`src/core/hap_pkg.sv`:
```
// Package of types and constants for the host access port
package hap_pkg;

  // ****************************************************************
  // Quarter cycles
  // ****************************************************************
  typedef enum logic [1:0] {
    HAP_Q1 = 2'h0,
    HAP_Q2 = 2'h1,
    HAP_Q3 = 2'h3,
    HAP_Q4 = 2'h2
  } hap_q_t;

  localparam logic [1:0] HAP_Q_RESET = 2'h0;

  // ****************************************************************
  // Host access modes
  // ****************************************************************
  typedef enum logic [1:0] {
    HAP_MODE_RANDOM = 2'h0,
    HAP_MODE_BLOCK  = 2'h1,
    HAP_MODE_RMW    = 2'h2
  } hap_mode_t;

  // ****************************************************************
  // Memory cycle states
  // ****************************************************************
  typedef enum logic [1:0] {
    HAP_IDLE = 2'h0,
    HAP_WAIT = 2'h1,
    HAP_RUN  = 2'h3,
    HAP_DONE = 2'h2
  } hap_st_t;

  localparam int HAP_ADDR_W  = 27;
  localparam int HAP_ADDR_INC = 1;

  // ****************************************************************
  // Host side pins
  // ****************************************************************
  typedef struct packed {
    logic                  select_n;
    logic                  read_strobe;
    logic                  write_strobe;
    logic                  io_space;
    logic [HAP_ADDR_W-1:0] addr;
  } hap_host_t;

  // ****************************************************************
  // Local memory strobes
  // ****************************************************************
  typedef struct packed {
    logic addr_latch_strobe;
    logic transfer_output_enable;
    logic col_strobe_n;
    logic write_enable_n;
    logic host_latch_output_enable;
    logic dir_outbound_enable;
    logic dir_inbound_enable;
  } hap_mem_t;

endpackage

```
`src/core/hap_host_access_port.sv`:
```
// Host access port sequencer driving local memory cycles
//
// Functional notes
// - A pending host request is sampled at the end of Q4 and its memory cycle starts in the next Q1.
// - A read that misses the prefetch and arrives after the Q4 sampling point waits for the next Q4.
// - On a read, ready rises at Q2 start and the latch strobe rises at Q4 start.
// - In block mode a read of the next location starts when the host ends its read.
// - In block mode each removal of the read strobe or of select starts a further prefetch.
// - A memory read address equal to the prefetched one gets ready at once.
// - In read-modify-write mode a read of the location starts when the host ends its write.
// - An I/O register read suppresses transfer enable and column strobe and drives outbound direction.
// - I/O register accesses work in random, block and read-modify-write modes.
// - A host write gets ready on recognition when no earlier write is still in progress.
// - A write arriving during a pending memory write waits for ready until that write ends.
// - Inbound direction is held active through a host write cycle.
`timescale 1ns/10ps
module hap_host_access_port (
  // Clock and reset
  input  wire logic                     clk,
  input  wire logic                     resetn,
  // Mode
  input  wire hap_pkg::hap_mode_t       mode,
  // Host side
  input  wire hap_pkg::hap_host_t       host,
  output logic                          host_ready_out,
  output logic                          host_latch_strobe,
  // Local memory side
  output hap_pkg::hap_mem_t             mem,
  output logic [hap_pkg::HAP_ADDR_W-1:0] mem_addr,
  output logic                          quarter_q4
);

  // ****************************************************************
  // State
  // ****************************************************************
  typedef struct packed {
    hap_pkg::hap_q_t               q;
    hap_pkg::hap_st_t              st;
    logic                          is_write;
    logic                          is_io;
    logic                          is_pref;
    logic                          pref_valid;
    logic [hap_pkg::HAP_ADDR_W-1:0] pref_addr;
    logic [hap_pkg::HAP_ADDR_W-1:0] addr;
    logic                          served;
    logic                          ready;
    logic                          latch;
    logic                          pend_pref;
    logic [hap_pkg::HAP_ADDR_W-1:0] pend_addr;
    logic                          act_q;
    logic                          rd_q;
    hap_pkg::hap_mem_t             mem;
  } hap_state_t;

  hap_state_t s_q;
  hap_state_t s_d;

  logic active;
  logic host_rd;
  logic host_wr;
  logic end_rd;
  logic end_wr;
  logic hit;

  assign active  = !host.select_n && (host.read_strobe || host.write_strobe);
  assign host_rd = !host.select_n && host.read_strobe;
  assign host_wr = !host.select_n && host.write_strobe;
  assign end_rd  = s_q.rd_q && !host_rd;
  assign end_wr  = s_q.act_q && !s_q.rd_q && !active;
  assign hit     = s_q.pref_valid && (host.addr == s_q.pref_addr)
                   && !host.io_space;

  // ****************************************************************
  // Next state
  // ****************************************************************
  always_comb begin
    s_d = s_q;
    s_d.act_q = active;
    s_d.rd_q  = host_rd;
    s_d.latch = 1'b0;
    unique case (s_q.q)
      hap_pkg::HAP_Q1: s_d.q = hap_pkg::HAP_Q2;
      hap_pkg::HAP_Q2: s_d.q = hap_pkg::HAP_Q3;
      hap_pkg::HAP_Q3: s_d.q = hap_pkg::HAP_Q4;
      hap_pkg::HAP_Q4: s_d.q = hap_pkg::HAP_Q1;
    endcase
    if (!active) begin
      s_d.served = 1'b0;
      s_d.ready  = 1'b0;
    end
    // Prefetch launch on end of read or write
    if ((mode == hap_pkg::HAP_MODE_BLOCK && end_rd) ||
        (mode == hap_pkg::HAP_MODE_RMW && end_wr)) begin
      s_d.pend_pref  = 1'b1;
      s_d.pend_addr  = (mode == hap_pkg::HAP_MODE_BLOCK)
                     ? s_q.addr + hap_pkg::HAP_ADDR_W'(hap_pkg::HAP_ADDR_INC)
                     : s_q.addr;
      s_d.pref_valid = 1'b0;
    end
    // Read hit on prefetched data
    if (host_rd && !s_q.served && hit) begin
      s_d.ready  = 1'b1;
      s_d.served = 1'b1;
      s_d.latch  = 1'b1;
    end
    // Write acknowledged when no write is in flight
    if (host_wr && !s_q.served &&
        !(s_q.st != hap_pkg::HAP_IDLE && s_q.is_write)) begin
      s_d.ready  = 1'b1;
      s_d.served = 1'b1;
      s_d.addr   = host.addr;
    end
    unique case (s_q.st)
      hap_pkg::HAP_IDLE: begin
        if (s_q.q == hap_pkg::HAP_Q4) begin
          // Sample at Q4, cycle starts next Q1
          if (active && !s_q.served && !(host_rd && hit)) begin
            s_d.st       = hap_pkg::HAP_RUN;
            s_d.is_write = host_wr;
            s_d.is_io    = host.io_space;
            s_d.is_pref  = 1'b0;
            s_d.addr     = host.addr;
            s_d.pref_valid = 1'b0;
            if (host_wr) begin
              s_d.ready  = 1'b1;
              s_d.served = 1'b1;
            end
          end else if (s_q.pend_pref) begin
            s_d.st        = hap_pkg::HAP_RUN;
            s_d.is_write  = 1'b0;
            s_d.is_io     = 1'b0;
            s_d.is_pref   = 1'b1;
            s_d.addr      = s_q.pend_addr;
            s_d.pend_pref = 1'b0;
          end
        end
      end
      hap_pkg::HAP_RUN: begin
        if (s_q.q == hap_pkg::HAP_Q1) begin
          if (!s_q.is_pref && !s_q.is_write) begin
            s_d.ready  = 1'b1;
            s_d.served = 1'b1;
          end
          s_d.st = hap_pkg::HAP_DONE;
        end
      end
      hap_pkg::HAP_DONE: begin
        if (s_q.q == hap_pkg::HAP_Q3) begin
          // Memory write ends at Q4 start
          s_d.st    = hap_pkg::HAP_IDLE;
          if (!s_q.is_write && !s_q.is_pref) begin
            s_d.latch = 1'b1;
          end
          if (s_q.is_pref) begin
            s_d.pref_valid = 1'b1;
            s_d.pref_addr  = s_q.addr;
          end
        end
      end
      default: s_d.st = hap_pkg::HAP_IDLE;
    endcase
    // Memory strobes
    s_d.mem = '0;
    if (s_d.st == hap_pkg::HAP_DONE) begin
      s_d.mem.addr_latch_strobe = 1'b1;
      s_d.mem.host_latch_output_enable = s_d.is_write;
      s_d.mem.transfer_output_enable = !s_d.is_write && !s_d.is_io;
      s_d.mem.col_strobe_n = s_d.is_io;
      s_d.mem.write_enable_n = !s_d.is_write;
      s_d.mem.dir_outbound_enable = !s_d.is_write && s_d.is_io;
    end else begin
      s_d.mem.col_strobe_n   = 1'b1;
      s_d.mem.write_enable_n = 1'b1;
    end
    s_d.mem.dir_inbound_enable = host_wr ||
      (s_d.st != hap_pkg::HAP_IDLE && s_d.is_write);
  end

  // ****************************************************************
  // Registers
  // ****************************************************************
  always_ff @(posedge clk or negedge resetn) begin
    if (!resetn) begin
      s_q <= '0;
    end else begin
      s_q <= s_d;
    end
  end

  assign host_ready_out    = s_q.ready;
  assign host_latch_strobe = s_q.latch;
  assign mem               = s_q.mem;
  assign mem_addr          = s_q.addr;
  assign quarter_q4        = (s_q.q == hap_pkg::HAP_Q4);
endmodule

```
`config.mk`:
```
export PLATFORM = sky130hd
export DESIGN_NAME = hap_host_access_port
export DESIGN_NICKNAME = d
export VERILOG_FILES = /design/src/core/hap_pkg.sv /design/src/core/hap_host_access_port.sv
export SDC_FILE = /design/constraint.sdc
export NUM_CORES = 1
export LEC_CHECK = 0
export BUFFER_PORTS_ARGS = -buffer_cell sky130_fd_sc_hd__buf_2
export CAP_MARGIN = 20
export CORE_UTILIZATION = 52
export DETAILED_ROUTE_END_ITERATION = 8
export HOLD_SLACK_MARGIN = 0.03
export PLACE_DENSITY = 0.81
export SLEW_MARGIN = 30
export SYNTH_ARGS = -nofsm -noshare
export SYNTH_HDL_FRONTEND = slang
export SYNTH_SLANG_ARGS = --single-unit
```
`constraint.sdc`:
```
create_clock -name clk -period 2 [get_ports clk]
set_input_delay 0.2 -clock clk [delete_from_list [all_inputs] [get_ports clk]]
set_output_delay 0.2 -clock clk [all_outputs]
set_load 0.05 [all_outputs]
```
=== Word level (Yosys, flattened, before mapping) ===
Cells that the tools add are included.

* Word-level logic and storage cells: 113
* Bits in registers: 102
* Bits of input ports: 35

* Equality and inequality tests: 9
* $add $sub $neg: 1
* Multiplexer cells: 37
* Reduce and logical (&&, ||, !) cells: 44

{| class="wikitable"
|+ Operator list
! cell !! count
|-
| two-way mux 27 bit || 4
|-
| two-way mux 28 bit || 3
|-
| two-way mux 29 bit || 2
|-
| adder 27 x 1 -> 27 bit (second input constant) || 1
|-
| == test 27 bit || 1
|-
| logical AND 1 bit || 22
|-
| two-way mux 2 bit || 10
|-
| == test 2 bit (second input constant) || 6
|-
| zero test 1 bit || 12
|-
| two-way mux 5 bit || 2
|-
| two-way mux 1 bit || 9
|-
| one-hot mux 2 bit (4 select lines) || 1
|-
| two-way mux 3 bit || 2
|-
| two-way mux 6 bit || 1
|-
| one-hot mux 2 bit (3 select lines) || 1
|-
| AND reduction 3 bit || 2
|-
| nonzero test 2 bit || 3
|-
| == test 2 x 1 -> 1 bit (second input constant) || 2
|-
| zero test 2 bit || 2
|-
| one-hot mux 2 bit (2 select lines) || 1
|-
| logical OR 1 bit || 3
|-
| one-hot mux 1 bit (2 select lines) || 1
|}

=== Logic depth before layout (Yosys ltp) ===
Gate-level depths: netlist (run 1).

* Word-level depth: 13
* Depth in mapped cells: 9
* Gate-level depth less buffers: 8

=== Worst setup path after synthesis (run 1) ===
Ideal clock, no wire load.

* Kind: reg-to-reg
* Start: register s_q[98] (netlist name)
* End: register s_q (netlist bit mem_addr[23])
* Data arrival time: 1891 ps
* Buffers on the path: 1
* Stages on the path, launching flop included: 10
* Slack: -17 ps
* Clock period less this slack: 2017 ps
* Path through: dfrtp_1 inv_1 ha_1 inv_1 nor3_4 nand2_1 nand2_1 a21oi_4 buf_2 a221o_1

{| class="wikitable"
|+ RTL lines
! what !! line !! source
|-
| from (decl) || hap_host_access_port.sv:55 || <nowiki>hap_state_t s_q;</nowiki>
|-
| from (signal assigned) || hap_host_access_port.sv:184 || <nowiki>s_q <= '0;</nowiki>
|-
| from (signal assigned) || hap_host_access_port.sv:186 || <nowiki>s_q <= s_d;</nowiki>
|}

==> impl_metrics.env, run 1 <==
export IMPL_startpoint_type="register"
export IMPL_synthToLayoutAreaGrowth_pct=20.8
export IMPL_syn_nets=544
export IMPL_setup_viol=37
export IMPL_h_tree_depth=3
export IMPL_post_synth_top_count_cell="dfrtp_1"
export IMPL_yosys_warnings=0
export IMPL_clk_latency_ns=0.37
export IMPL_crit_type="reg -> reg"
export IMPL_violations="setup timing"
export IMPL_cpPeakStageDelay_ns=0.41
export IMPL_fillCellCount=755
export IMPL_routedWlPerCell_um=19.4
export IMPL_slew_violations=0
export IMPL_hold_viol_final=0
export IMPL_whs_ns=0.0979
export IMPL_cp_end_kind="register"
export IMPL_clk_pin_slew_worst_paths_ns=0.09
export IMPL_worstSetupStartpoint="s_q[90]"
export IMPL_drtAntennaViolNets=0
export IMPL_finalCritPeriodShare_pct=111
export IMPL_min_from="host[16]"
export IMPL_grt_pass1_wl_um=21800
export IMPL_core_area_mm2=0.00973
export IMPL_cts_sinks=102
export IMPL_grt_usage_pct=28.4
export IMPL_utilization_pct=64.7
export IMPL_numCtsBuffers=9
export IMPL_status="complete, but fails checks"
export IMPL_via_per_inst=5.88
export IMPL_yosysTopAreaCellShare_pct=49.0
export IMPL_yosys_area_top_type="dfrtp_1"
export IMPL_first_global_vias=4186
export IMPL_rows=36
export IMPL_detailed_place_hpwl_um=8700
export IMPL_drtPass1Iterations=5
export IMPL_ys_seq_area_share_pct=49.0
export IMPL_syn_area_mm2=0.00521
export IMPL_die_y_um=102
export IMPL_synthFlopType="dfrtp_1"
export IMPL_synthCells=504
export IMPL_fin_nets=620
export IMPL_overflow=0
export IMPL_yosys_top_cells_count="102 x dfrtp_1, 72 x nand2_1, 40 x nor2_1, 35 x xnor2_1, 34 x buf_4"
export IMPL_max_freq_ghz=0.451
export IMPL_critPathTopFamily="compound AO/OA/AOI/OAI gates"
export IMPL_reg2reg_from="s_q[90]"
export IMPL_antenna_found_initial=0
export IMPL_irDropWorstVdd_uv=883
export IMPL_async_flop_share_pct=100
export IMPL_grt_max_degree=62
export IMPL_worst_path_max_delay_cell="dfrtp_1"
export IMPL_crit_arrival_ns=2.47
export IMPL_cts_tree="done"
export IMPL_period_minus_slack_ns=2.22
export IMPL_clk_path_buf_depth=2
export IMPL_root_buffer="clkbuf_8"
export IMPL_ys_seq_elements=102
export IMPL_crit_path_cell_trace="xnor2_1 > nand4_1 > nor3_4 > a21oi_4 > buf_12 > o2bb2ai_4 > a221o_1"
export IMPL_start_util_pct=53.6
export IMPL_power_per_cell_area_mw_per_mm2=1420
export IMPL_rsz0062_at_grt="yes"
export IMPL_finalPower_mw=8.94
export IMPL_synth_edf_count=0
export IMPL_synth_area_leaders="dfrtp_1 49%, xnor2_1 5.9%, mux2_2 5.6%, a221o_1 5.2%, nand2_1 5.2%"
export IMPL_hold_path_class="in -> reg"
export IMPL_drc=0
export IMPL_n_antenna_cell=0
export IMPL_fin_skew_ns=0.00891
export IMPL_crit_fanout=7
export IMPL_die_area_mm2=0.0104
export IMPL_stdcell_area_mm2=0.00630
export IMPL_postSynthAreaPerCell_um2=10.3
export IMPL_ios=72
export IMPL_power_leakage_nw=2.86
export IMPL_totalWireLength_um=14000
export IMPL_finalWeightedCongestion=0.842
export IMPL_drt_iter0_markers=234
export IMPL_required_ns=2.25
export IMPL_relSlewSlack_pct=71.8
export IMPL_worstMarginPinSlew_ns=0.423
export IMPL_fin_ws_ns=-0.218
export IMPL_crit_buf_inv=1
export IMPL_netlist_cell_type_count=47
export IMPL_via_count=4223
export IMPL_portBuffers=71
export IMPL_die_width_um=102
export IMPL_drive_gt1_share_pct=32.3
export IMPL_dpl_instance_area_mm2=0.00567
export IMPL_drv_cap=0
[flip-flops by register name, summed over array words and instances, names as in the netlist]
signal,cells
s_q,66
mem_addr,27
host_ready_out,1
mem,7
host_latch_strobe,1
[path summary, 6_finish.rpt]
path	cells after the start	slack [ns]	to
setup / recovery	7	-0.22	mem_addr[24]
hold / removal	2	0.1	mem_addr[16]
setup reg to reg	7	-0.22	mem_addr[24]
hold reg to reg	2	0.50	s_q[17]
max in group asynchronous	3	1.04	s_q[67]
min in group asynchronous	2	0.31	s_q[8]
[power breakdown]
part	leakage, nW	total (mW)	internal, mW	switching, mW
registers	1.30	3.65	2.88	0.769
clock network	0.0972	1.33	0.621	0.709
logic	1.47	3.96	1.52	2.44
total	2.86	8.94	5.02	3.92
[worst reg2reg max path, stage by stage, from the launching register on]
cell and delay (ns):
dfrtp_1 0.41, xnor2_1 0.32, nand4_1 0.27, nor3_4 0.27, a21oi_4 0.12, buf_12 0.16, o2bb2ai_4 0.19, a221o_1 0.37
[through the flow]
stage	setup slack, ns	instances	TNS, ns
detailed placement	-0.272	684	-8.01
global placement	-0.226	684	-6.74
floorplan	0.00178	504	0
finish	-0.218	718	-5.73
global route	-0.238	718	-7.18
CTS	-0.128	714	-3.41
[cell type report]
cell class	count	area, um2	share of cell area [%]
inverters	8	30.0	0.477
flip-flops and latches	102	2550	40.5
multi-input cells	340	2510	39.9
clock inverters	4	55.1	0.874
clock buffers	12	145	2.31
well taps	133	166	2.64
repair buffers	119	833	13.2
[per-layer routing]
layer / global-route usage, % / vias up / part of all wire, % / wire length [um]
li1: - / 1890 / - / -
met1: 36.7 / 2048 / 41 / 5680
met2: 44.3 / 227 / 47 / 6530
met3: 5.54 / 58 / 7.6 / 1060
met4: 17.1 / 0 / 4.9 / 691
met5: 0 / - / 0 / 0
[cells in the final DEF (no fill, tap or decap), types with 5 or more instances in the layout]
| master | n |
|---|---|
| clkbuf_8 | 10 |
| nand4_1 | 17 |
| buf_2 | 70 |
| buf_4 | 36 |
| inv_1 | 7 |
| nand3_1 | 13 |
| o21ai_1 | 25 |
| mux2_2 | 26 |
| a221o_1 | 27 |
| o21ai_0 | 6 |
| xnor2_1 | 28 |
| dfrtp_1 | 102 |
| nand2_1 | 72 |
| xnor2_2 | 7 |
| xor2_1 | 18 |
| nor2_1 | 40 |
| buf_6 | 6 |
| ha_1 | 5 |
[cell families after synthesis]
family                     synth area share [%]
DFF                                        49.0
adders and majority gates                  1.20
muxes                                      5.81
AOI/OAI and AO/OA                          12.1
xor gates and xnor gates                   8.91
buffers and inverters                      7.56
and+or+nand+nor                            15.5
[repair_timing]
action | in CTS | in global routing
setup endpoints to repair | 38 | 43
hold endpoints to repair | 30 | 0
hold buffers | 1 | 0
buffers inserted | 7 | 4
gates cloned | 6 | 0
pin swaps | 37 | 13
resized for setup | 22 | 14
No activity file was read; power rests on OpenSTA's default activity.
==> inputs of run 2 (changes only) <==
--- a/config.mk
+++ b/config.mk
@@ -7,10 +7,11 @@
 export LEC_CHECK = 0
 export BUFFER_PORTS_ARGS = -buffer_cell sky130_fd_sc_hd__buf_2
 export CAP_MARGIN = 20
-export CORE_UTILIZATION = 52
+export CORE_UTILIZATION = 53
 export DETAILED_ROUTE_END_ITERATION = 8
 export HOLD_SLACK_MARGIN = 0.03
-export PLACE_DENSITY = 0.81
+export PLACE_DENSITY = 0.79
+export SKIP_CTS_REPAIR_TIMING = 1
 export SLEW_MARGIN = 30
 export SYNTH_ARGS = -nofsm -noshare
 export SYNTH_HDL_FRONTEND = slang
==> constraint.sdc (replaced) <==
create_clock -name clk -period 2.51 [get_ports clk]
set_input_delay 0.251 -clock clk [delete_from_list [all_inputs] [get_ports clk]]
set_output_delay 0.251 -clock clk [all_outputs]
set_load 0.05 [all_outputs]
==> run 2 against run 1 <==
  * Critical endpoint is now mem[4]
  * Hold slack hardly changed
  * Critical path depth unchanged
  * Power shrank 27%
  * Largest cell class unchanged
  * Clock-buffer cell count is 2 lower
  * Cell count shrank 6.0%
  * Combinational power decreased by 34%
  * Fmax fell by 4.0%
  * Global-route usage fell by 3.5 points
  * Flip-flop and latch count unchanged
  * Sequential power shrank 19%
  * The run now ends clean
==> impl_metrics.env, run 2 (same netlist as run 1, synthesis figures left out) <==
export IMPL_crit_path_end="mem[4]"
export IMPL_n_antenna_cell=0
export IMPL_synthToLayoutAreaGrowth_pct=8.98
export IMPL_rsz0062_at_grt="no"
export IMPL_setup_tns_ns=0
export IMPL_reg2reg_from="s_q[94]"
export IMPL_routedWlPerCell_um=17.5
export IMPL_utilization_pct=60.6
export IMPL_wl_met2_um=5670
export IMPL_crit_fanout=8
export IMPL_via_per_inst=5.72
export IMPL_fin_nets=581
export IMPL_final_common_cell="dfrtp_1"
export IMPL_die_y_um=101
export IMPL_slew_violations=0
export IMPL_clk_latency_ns=0.38
export IMPL_irDropWorstVdd_uv=700
export IMPL_portBuffers=71
export IMPL_power_per_cell_area_mw_per_mm2=1150
export IMPL_clk_pin_slew_worst_paths_ns=0.10
export IMPL_detailed_place_hpwl_um=8100
export IMPL_finalWeightedCongestion=0.819
export IMPL_cts_sinks=102
export IMPL_largest_reg_flops=66
export IMPL_totalWireLength_um=11800
export IMPL_die_width_um=101
export IMPL_worst_r2r_path_depth=7
export IMPL_drc=0
export IMPL_r2r_setup_slack_ns=0.20
export IMPL_whs_ns=0.0983
export IMPL_drv_cap=0
export IMPL_start_util_pct=55.6
export IMPL_core_area_mm2=0.00937
export IMPL_finalCritPeriodShare_pct=92.1
export IMPL_drive_gt1_share_pct=24.5
export IMPL_required_ns=2.77
export IMPL_final_instance_count_excl_fill=675
export IMPL_dpl_instance_area_mm2=0.00547
export IMPL_clk_path_buf_depth=2
export IMPL_highest_layer="met4"
export IMPL_die_area_mm2=0.0102
export IMPL_cp_end_kind="register"
export IMPL_routed_wl_met3_um=534
export IMPL_worstReg2RegEnd="mem[4]"
export IMPL_h_tree_depth=3
export IMPL_grt_usage_pct=24.8
export IMPL_rows=35
export IMPL_cts_tree="done"
export IMPL_worstMarginPinSlew_ns=0.763
export IMPL_grt_max_degree=54
export IMPL_power_leakage_nw=2.55
export IMPL_status="finished clean"
export IMPL_max_freq_ghz=0.433
export IMPL_drtPass1Iterations=5
export IMPL_grt_pass1_wl_um=19200
export IMPL_drtAntennaViolNets=0
export IMPL_first_global_vias=3767
export IMPL_max_flop_register="s_q"
export IMPL_period_minus_slack_ns=2.31
export IMPL_fin_ws_ns=0.198
export IMPL_setup_viol=0
export IMPL_hold_path_class="in -> reg"
export IMPL_crit_arrival_ns=2.57
export IMPL_root_buffer="clkbuf_8"
export IMPL_crit_type="reg -> reg"
export IMPL_hold_viol_final=0
export IMPL_drt_met1_wl_um=5370
export IMPL_ios=72
export IMPL_overflow=0
export IMPL_worstSetupStartpoint="s_q[94]"
export IMPL_antenna_found_initial=0
export IMPL_via_count=3861
export IMPL_fin_skew_ns=0.0132
export IMPL_mostFrequentLayoutCells="102 x dfrtp_1, 72 x nand2_1, 70 x buf_2, 40 x nor2_1, 34 x xnor2_1"
export IMPL_relSlewSlack_pct=49.1
export IMPL_drt_iter0_markers=276
export IMPL_stdcell_area_mm2=0.00568
export IMPL_pre_cts_ws_ns=0.118
export IMPL_dp_cells=657
export IMPL_finalPower_mw=6.56
export IMPL_numCtsBuffers=9
export IMPL_startpoint_type="register"
export IMPL_fillCellCount=812
-- run 2: cell count changes in the layout (fill, tap and decap cells not counted), moves of 2 or more --
cell / delta
xnor2_2: -6
a21oi_4: -2
buf_12: -3
buf_4: -25
xnor2_1: +6
buf_16: -2
buf_6: -6
o221ai_1: +2
o221ai_2: -2
a21oi_1: +3
o2bb2ai_4: -3
-- run 2: how the worst min path moves through the flow --
stage / end / start / depth (start not counted)
2_1_floorplan: host_latch_strobe / resetn / 0
3_3_place_gp: mem_addr[0] / resetn / 1
3_5_place_dp: mem_addr[0] / resetn / 1
4_1_cts: s_q[15] / resetn / 1
5_1_grt: s_q[7] / host[30] / 2
6_report: s_q[7] / host[30] / 2
-- run 2: report_power, final --
group | total [mW] | switching, mW | internal [mW]
Sequential | 2.96 | 0.669 | 2.29
Clock | 0.980 | 0.604 | 0.377
Combinational | 2.62 | 1.67 | 0.942
Total | 6.56 | 2.95 | 3.61
-- run 2: critical path, stage by stage (launching register included) --
cell	delay [ns]
dfrtp_1	0.35
nor4bb_1	0.41
nand4_1	0.17
nor3_2	0.26
a21oi_2	0.18
buf_4	0.20
o21a_1	0.25
or3_1	0.37
-- run 2: layout make-up --
class	count	area, um2	area share [%]
Clock buffer	10	128	2.25
Timing Repair Buffer	83	463	8.15
Inverter	8	30.0	0.529
Sequential cell	102	2550	44.9
Tap cell	129	161	2.84
Multi-Input combinational cell	337	2290	40.4
Clock inverter	6	52.6	0.925
-- run 2: routing by layer --
metal | global-route usage (%) | vias up
met5 | 0 | -
li1 | - | 1794
met1 | 33.5 | 1934
met2 | 40.0 | 115
met3 | 4.90 | 18
met4 | 9.25 | 0
==> inputs of run 3 (changes only) <==
--- a/config.mk
+++ b/config.mk
@@ -5,6 +5,7 @@
 export SDC_FILE = /design/constraint.sdc
 export NUM_CORES = 1
 export LEC_CHECK = 0
+export ABC_AREA = 1
 export BUFFER_PORTS_ARGS = -buffer_cell sky130_fd_sc_hd__buf_2
 export CAP_MARGIN = 20
 export CORE_UTILIZATION = 53
==> run 3 against run 2 <==
  * Setup slack improved by 0.30 ns
  * Non-clock buffer count rose by 2
  * Sequential share of layout area fell by 5.3 points
  * Synthesized cell count rose by 62%
  * Hold slack improved by 0.00074 ns
  * Combinational power rose by 11%
  * Clock power rose by 18%
  * Register-to-register slack improved by 0.30 ns
  * Clock skew fell by 0.0038 ns
  * Clock-buffer cell count rose by 3
  * Via count rose by 34%
  * Critical endpoint is now s_q[30]
  * Largest cell class unchanged
  * Largest power group is now combinational cells
==> impl_metrics.env, run 3 <==
export IMPL_crit_type="reg -> reg"
export IMPL_drive_gt1_share_pct=15.2
export IMPL_yosys_top_cells_count="286 x nand2_1, 118 x inv_1, 102 x dfrtp_1, 74 x o21ai_0, 43 x nor2_1"
export IMPL_irDropWorstVdd_uv=796
export IMPL_cts_tree="done"
export IMPL_max_freq_ghz=0.497
export IMPL_die_y_um=108
export IMPL_totalWireLength_um=14900
export IMPL_clk_latency_ns=0.38
export IMPL_reg2reg_from="mem_addr[1]"
export IMPL_synthXorXnorAreaFrac_pct=3.24
export IMPL_yosysTopAreaCellShare_pct=42.9
export IMPL_n_antenna_cell=0
export IMPL_crit_buf_inv=1
export IMPL_stdcell_area_mm2=0.00645
export IMPL_crit_path_cell_trace="nand2_2 > nor3_4 > nand3_2 > nor3_4 > inv_2 > nor3_1 > xor2_1 > o21ai_1"
export IMPL_cp_end_kind="register"
export IMPL_synthFlopType="dfrtp_1"
export IMPL_rsz0062_at_grt="no"
export IMPL_numCtsBuffers=9
export IMPL_async_flop_share_pct=100
export IMPL_p_int_mw=3.71
export IMPL_synthCells=815
export IMPL_net_switching_power_mw=3.20
export IMPL_min_from="host[28]"
export IMPL_synthAdderAreaFrac_pct=1.05
export IMPL_utilization_pct=59.2
export IMPL_rows=38
export IMPL_worstMarginPinSlew_ns=0.686
export IMPL_final_common_cell="nand2_1"
export IMPL_post_synth_top_count_cell="nand2_1"
export IMPL_power_per_cell_area_mw_per_mm2=1070
export IMPL_h_tree_depth=3
export IMPL_crit_arrival_ns=2.27
export IMPL_cts_sinks=102
export IMPL_routedWlPerCell_um=14.9
export IMPL_synth_top_family_by_area="simple AND/OR/NAND/NOR gates"
export IMPL_p_comb_share_pct=42.2
export IMPL_via_count=5185
export IMPL_finalPower_mw=6.91
export IMPL_netlist_cell_type_count=33
export IMPL_overflow=0
export IMPL_clk_pin_slew_worst_paths_ns=0.10
export IMPL_cpPeakStageDelay_ns=0.49
export IMPL_via_per_inst=5.20
export IMPL_grt_pass1_wl_um=24600
export IMPL_power_leakage_nw=3.39
export IMPL_worst_path_max_delay_cell="dfrtp_1"
export IMPL_switching_share_pct=46.4
export IMPL_synthToLayoutAreaGrowth_pct=8.35
export IMPL_die_width_um=108
export IMPL_max_flop_register="s_q"
export IMPL_setup_viol=0
export IMPL_start_util_pct=54.7
export IMPL_synth_edf_count=0
export IMPL_yosys_area_share_simple_pct=26.8
export IMPL_hold_viol_final=0
export IMPL_clkPwrFrac_pct=16.8
export IMPL_largest_reg_flops=66
export IMPL_hold_path_class="in -> reg"
export IMPL_yosys_warnings=0
export IMPL_detailed_place_hpwl_um=10900
export IMPL_finalWeightedCongestion=0.894
export IMPL_drtAntennaViolNets=0
export IMPL_grt_usage_pct=28.1
export IMPL_period_minus_slack_ns=2.01
export IMPL_clk_path_buf_depth=2
export IMPL_synth_area_leaders="dfrtp_1 43%, nand2_1 18%, inv_1 7.4%, o21ai_0 6.2%, buf_4 4.7%"
export IMPL_root_buffer="clkbuf_8"
export IMPL_pwr_share_seq_pct=41.0
export IMPL_drt_iter0_markers=499
export IMPL_status="finished clean"
export IMPL_syn_area_mm2=0.00595
export IMPL_relSlewSlack_pct=54.1
export IMPL_grt_max_degree=65
export IMPL_postSynthAreaPerCell_um2=7.30
export IMPL_fin_nets=893
export IMPL_ys_seq_elements=102
export IMPL_antenna_found_initial=0
export IMPL_required_ns=2.77
export IMPL_first_global_vias=4882
export IMPL_ys_seq_area_share_pct=42.9
export IMPL_finalCritPeriodShare_pct=80.2
export IMPL_drc=0
export IMPL_die_area_mm2=0.0117
export IMPL_fin_skew_ns=0.00936
export IMPL_setup_tns_ns=0
export IMPL_synthMuxAreaShare_pct=0
export IMPL_startpoint_type="register"
export IMPL_mostFrequentLayoutCells="286 x nand2_1, 118 x inv_1, 102 x dfrtp_1, 74 x o21ai_0, 70 x buf_2"
export IMPL_portBuffers=71
export IMPL_syn_nets=855
export IMPL_crit_fanout=6
export IMPL_ios=72
export IMPL_cpMostUsedCell="nor3_4"
export IMPL_drv_cap=0
export IMPL_drtPass1Iterations=5
export IMPL_core_area_mm2=0.0109
export IMPL_critPathTopFamily="simple AND/OR/NAND/NOR gates"
export IMPL_synth_compound_area_share_pct=11.7
export IMPL_whs_ns=0.0991
export IMPL_yosys_area_top_type="dfrtp_1"
export IMPL_slew_violations=0
export IMPL_dpl_instance_area_mm2=0.00622
export IMPL_worstSetupStartpoint="mem_addr[1]"
-- run 3: cell count changes in the layout (fill, tap and decap cells not counted), sizes merged, moves of 4 or more --
cell    delta
and3       -4
inv      +115
o21ai     +45
a221o     -27
o211ai    +28
nor2      +10
nand3      +9
mux2      -26
nand4     -15
nor3       +5
o21a       -4
nand2    +222
xnor2     -33
-- run 3: final cells by class --
cell class / count / area [um2]
Tap cell: 140 / 175
Timing Repair Buffer: 85 / 478
Multi-Input combinational cell: 528 / 2550
Fill cell: 1002 / 4440
Clock inverter: 3 / 67.6
Inverter: 127 / 477
Clock buffer: 13 / 149
Sequential cell: 102 / 2550
-- run 3: worst paths after layout --
kind                                 to  slack [ns]  depth (start not counted)
setup / recovery                s_q[30]        0.50                          8
hold / removal                   mem[0]         0.1                          3
setup reg to reg                s_q[30]        0.50                          8
hold reg to reg                s_q[101]        0.45                          0
max in group asynchronous       s_q[71]        1.40                          3
min in group asynchronous  mem_addr[17]        0.39                          2
-- run 3: tightest hold or removal path: cells and delay by family --
kind	cells	cell delay [ns]
buffers and inverters	1	0.07
AND/OR/NAND/NOR	2	0.12
-- run 3: power groups by stage --
stage / clock network (mW) / logic, mW / registers (mW)
floorplan: 0 / 2.57 / 2.69
finish: 1.16 / 2.91 / 2.83
global route: 1.25 / 3.24 / 2.91
detailed placement: 0 / 2.91 / 2.84
CTS: 1.18 / 2.91 / 2.82
global placement: 0 / 2.84 / 2.83
-- run 3: per-layer routing --
layer  routed length (um)  share of wire, %  track usage, %
met5                    0                 0               0
met4                  303               2.0            10.7
met3                  938               6.3            5.12
met2                 7010                47            44.6
met1                 6630                45            38.4
-- run 3: cell families after synthesis --
group	after synthesis
AO/OA/AOI/OAI	119
adder cells (fa/ha/maj)	5
flip-flops	102
AND/OR/NAND/NOR	382
XOR/XNOR	22
buffers and inverters	185
-- run 3: per-stage QoR --
step,worst slack (ns),std cells
finish,0.498,998
global route,0.313,998
CTS,0.508,997
detailed placement,0.537,981
global placement,0.565,981
floorplan,0.397,815
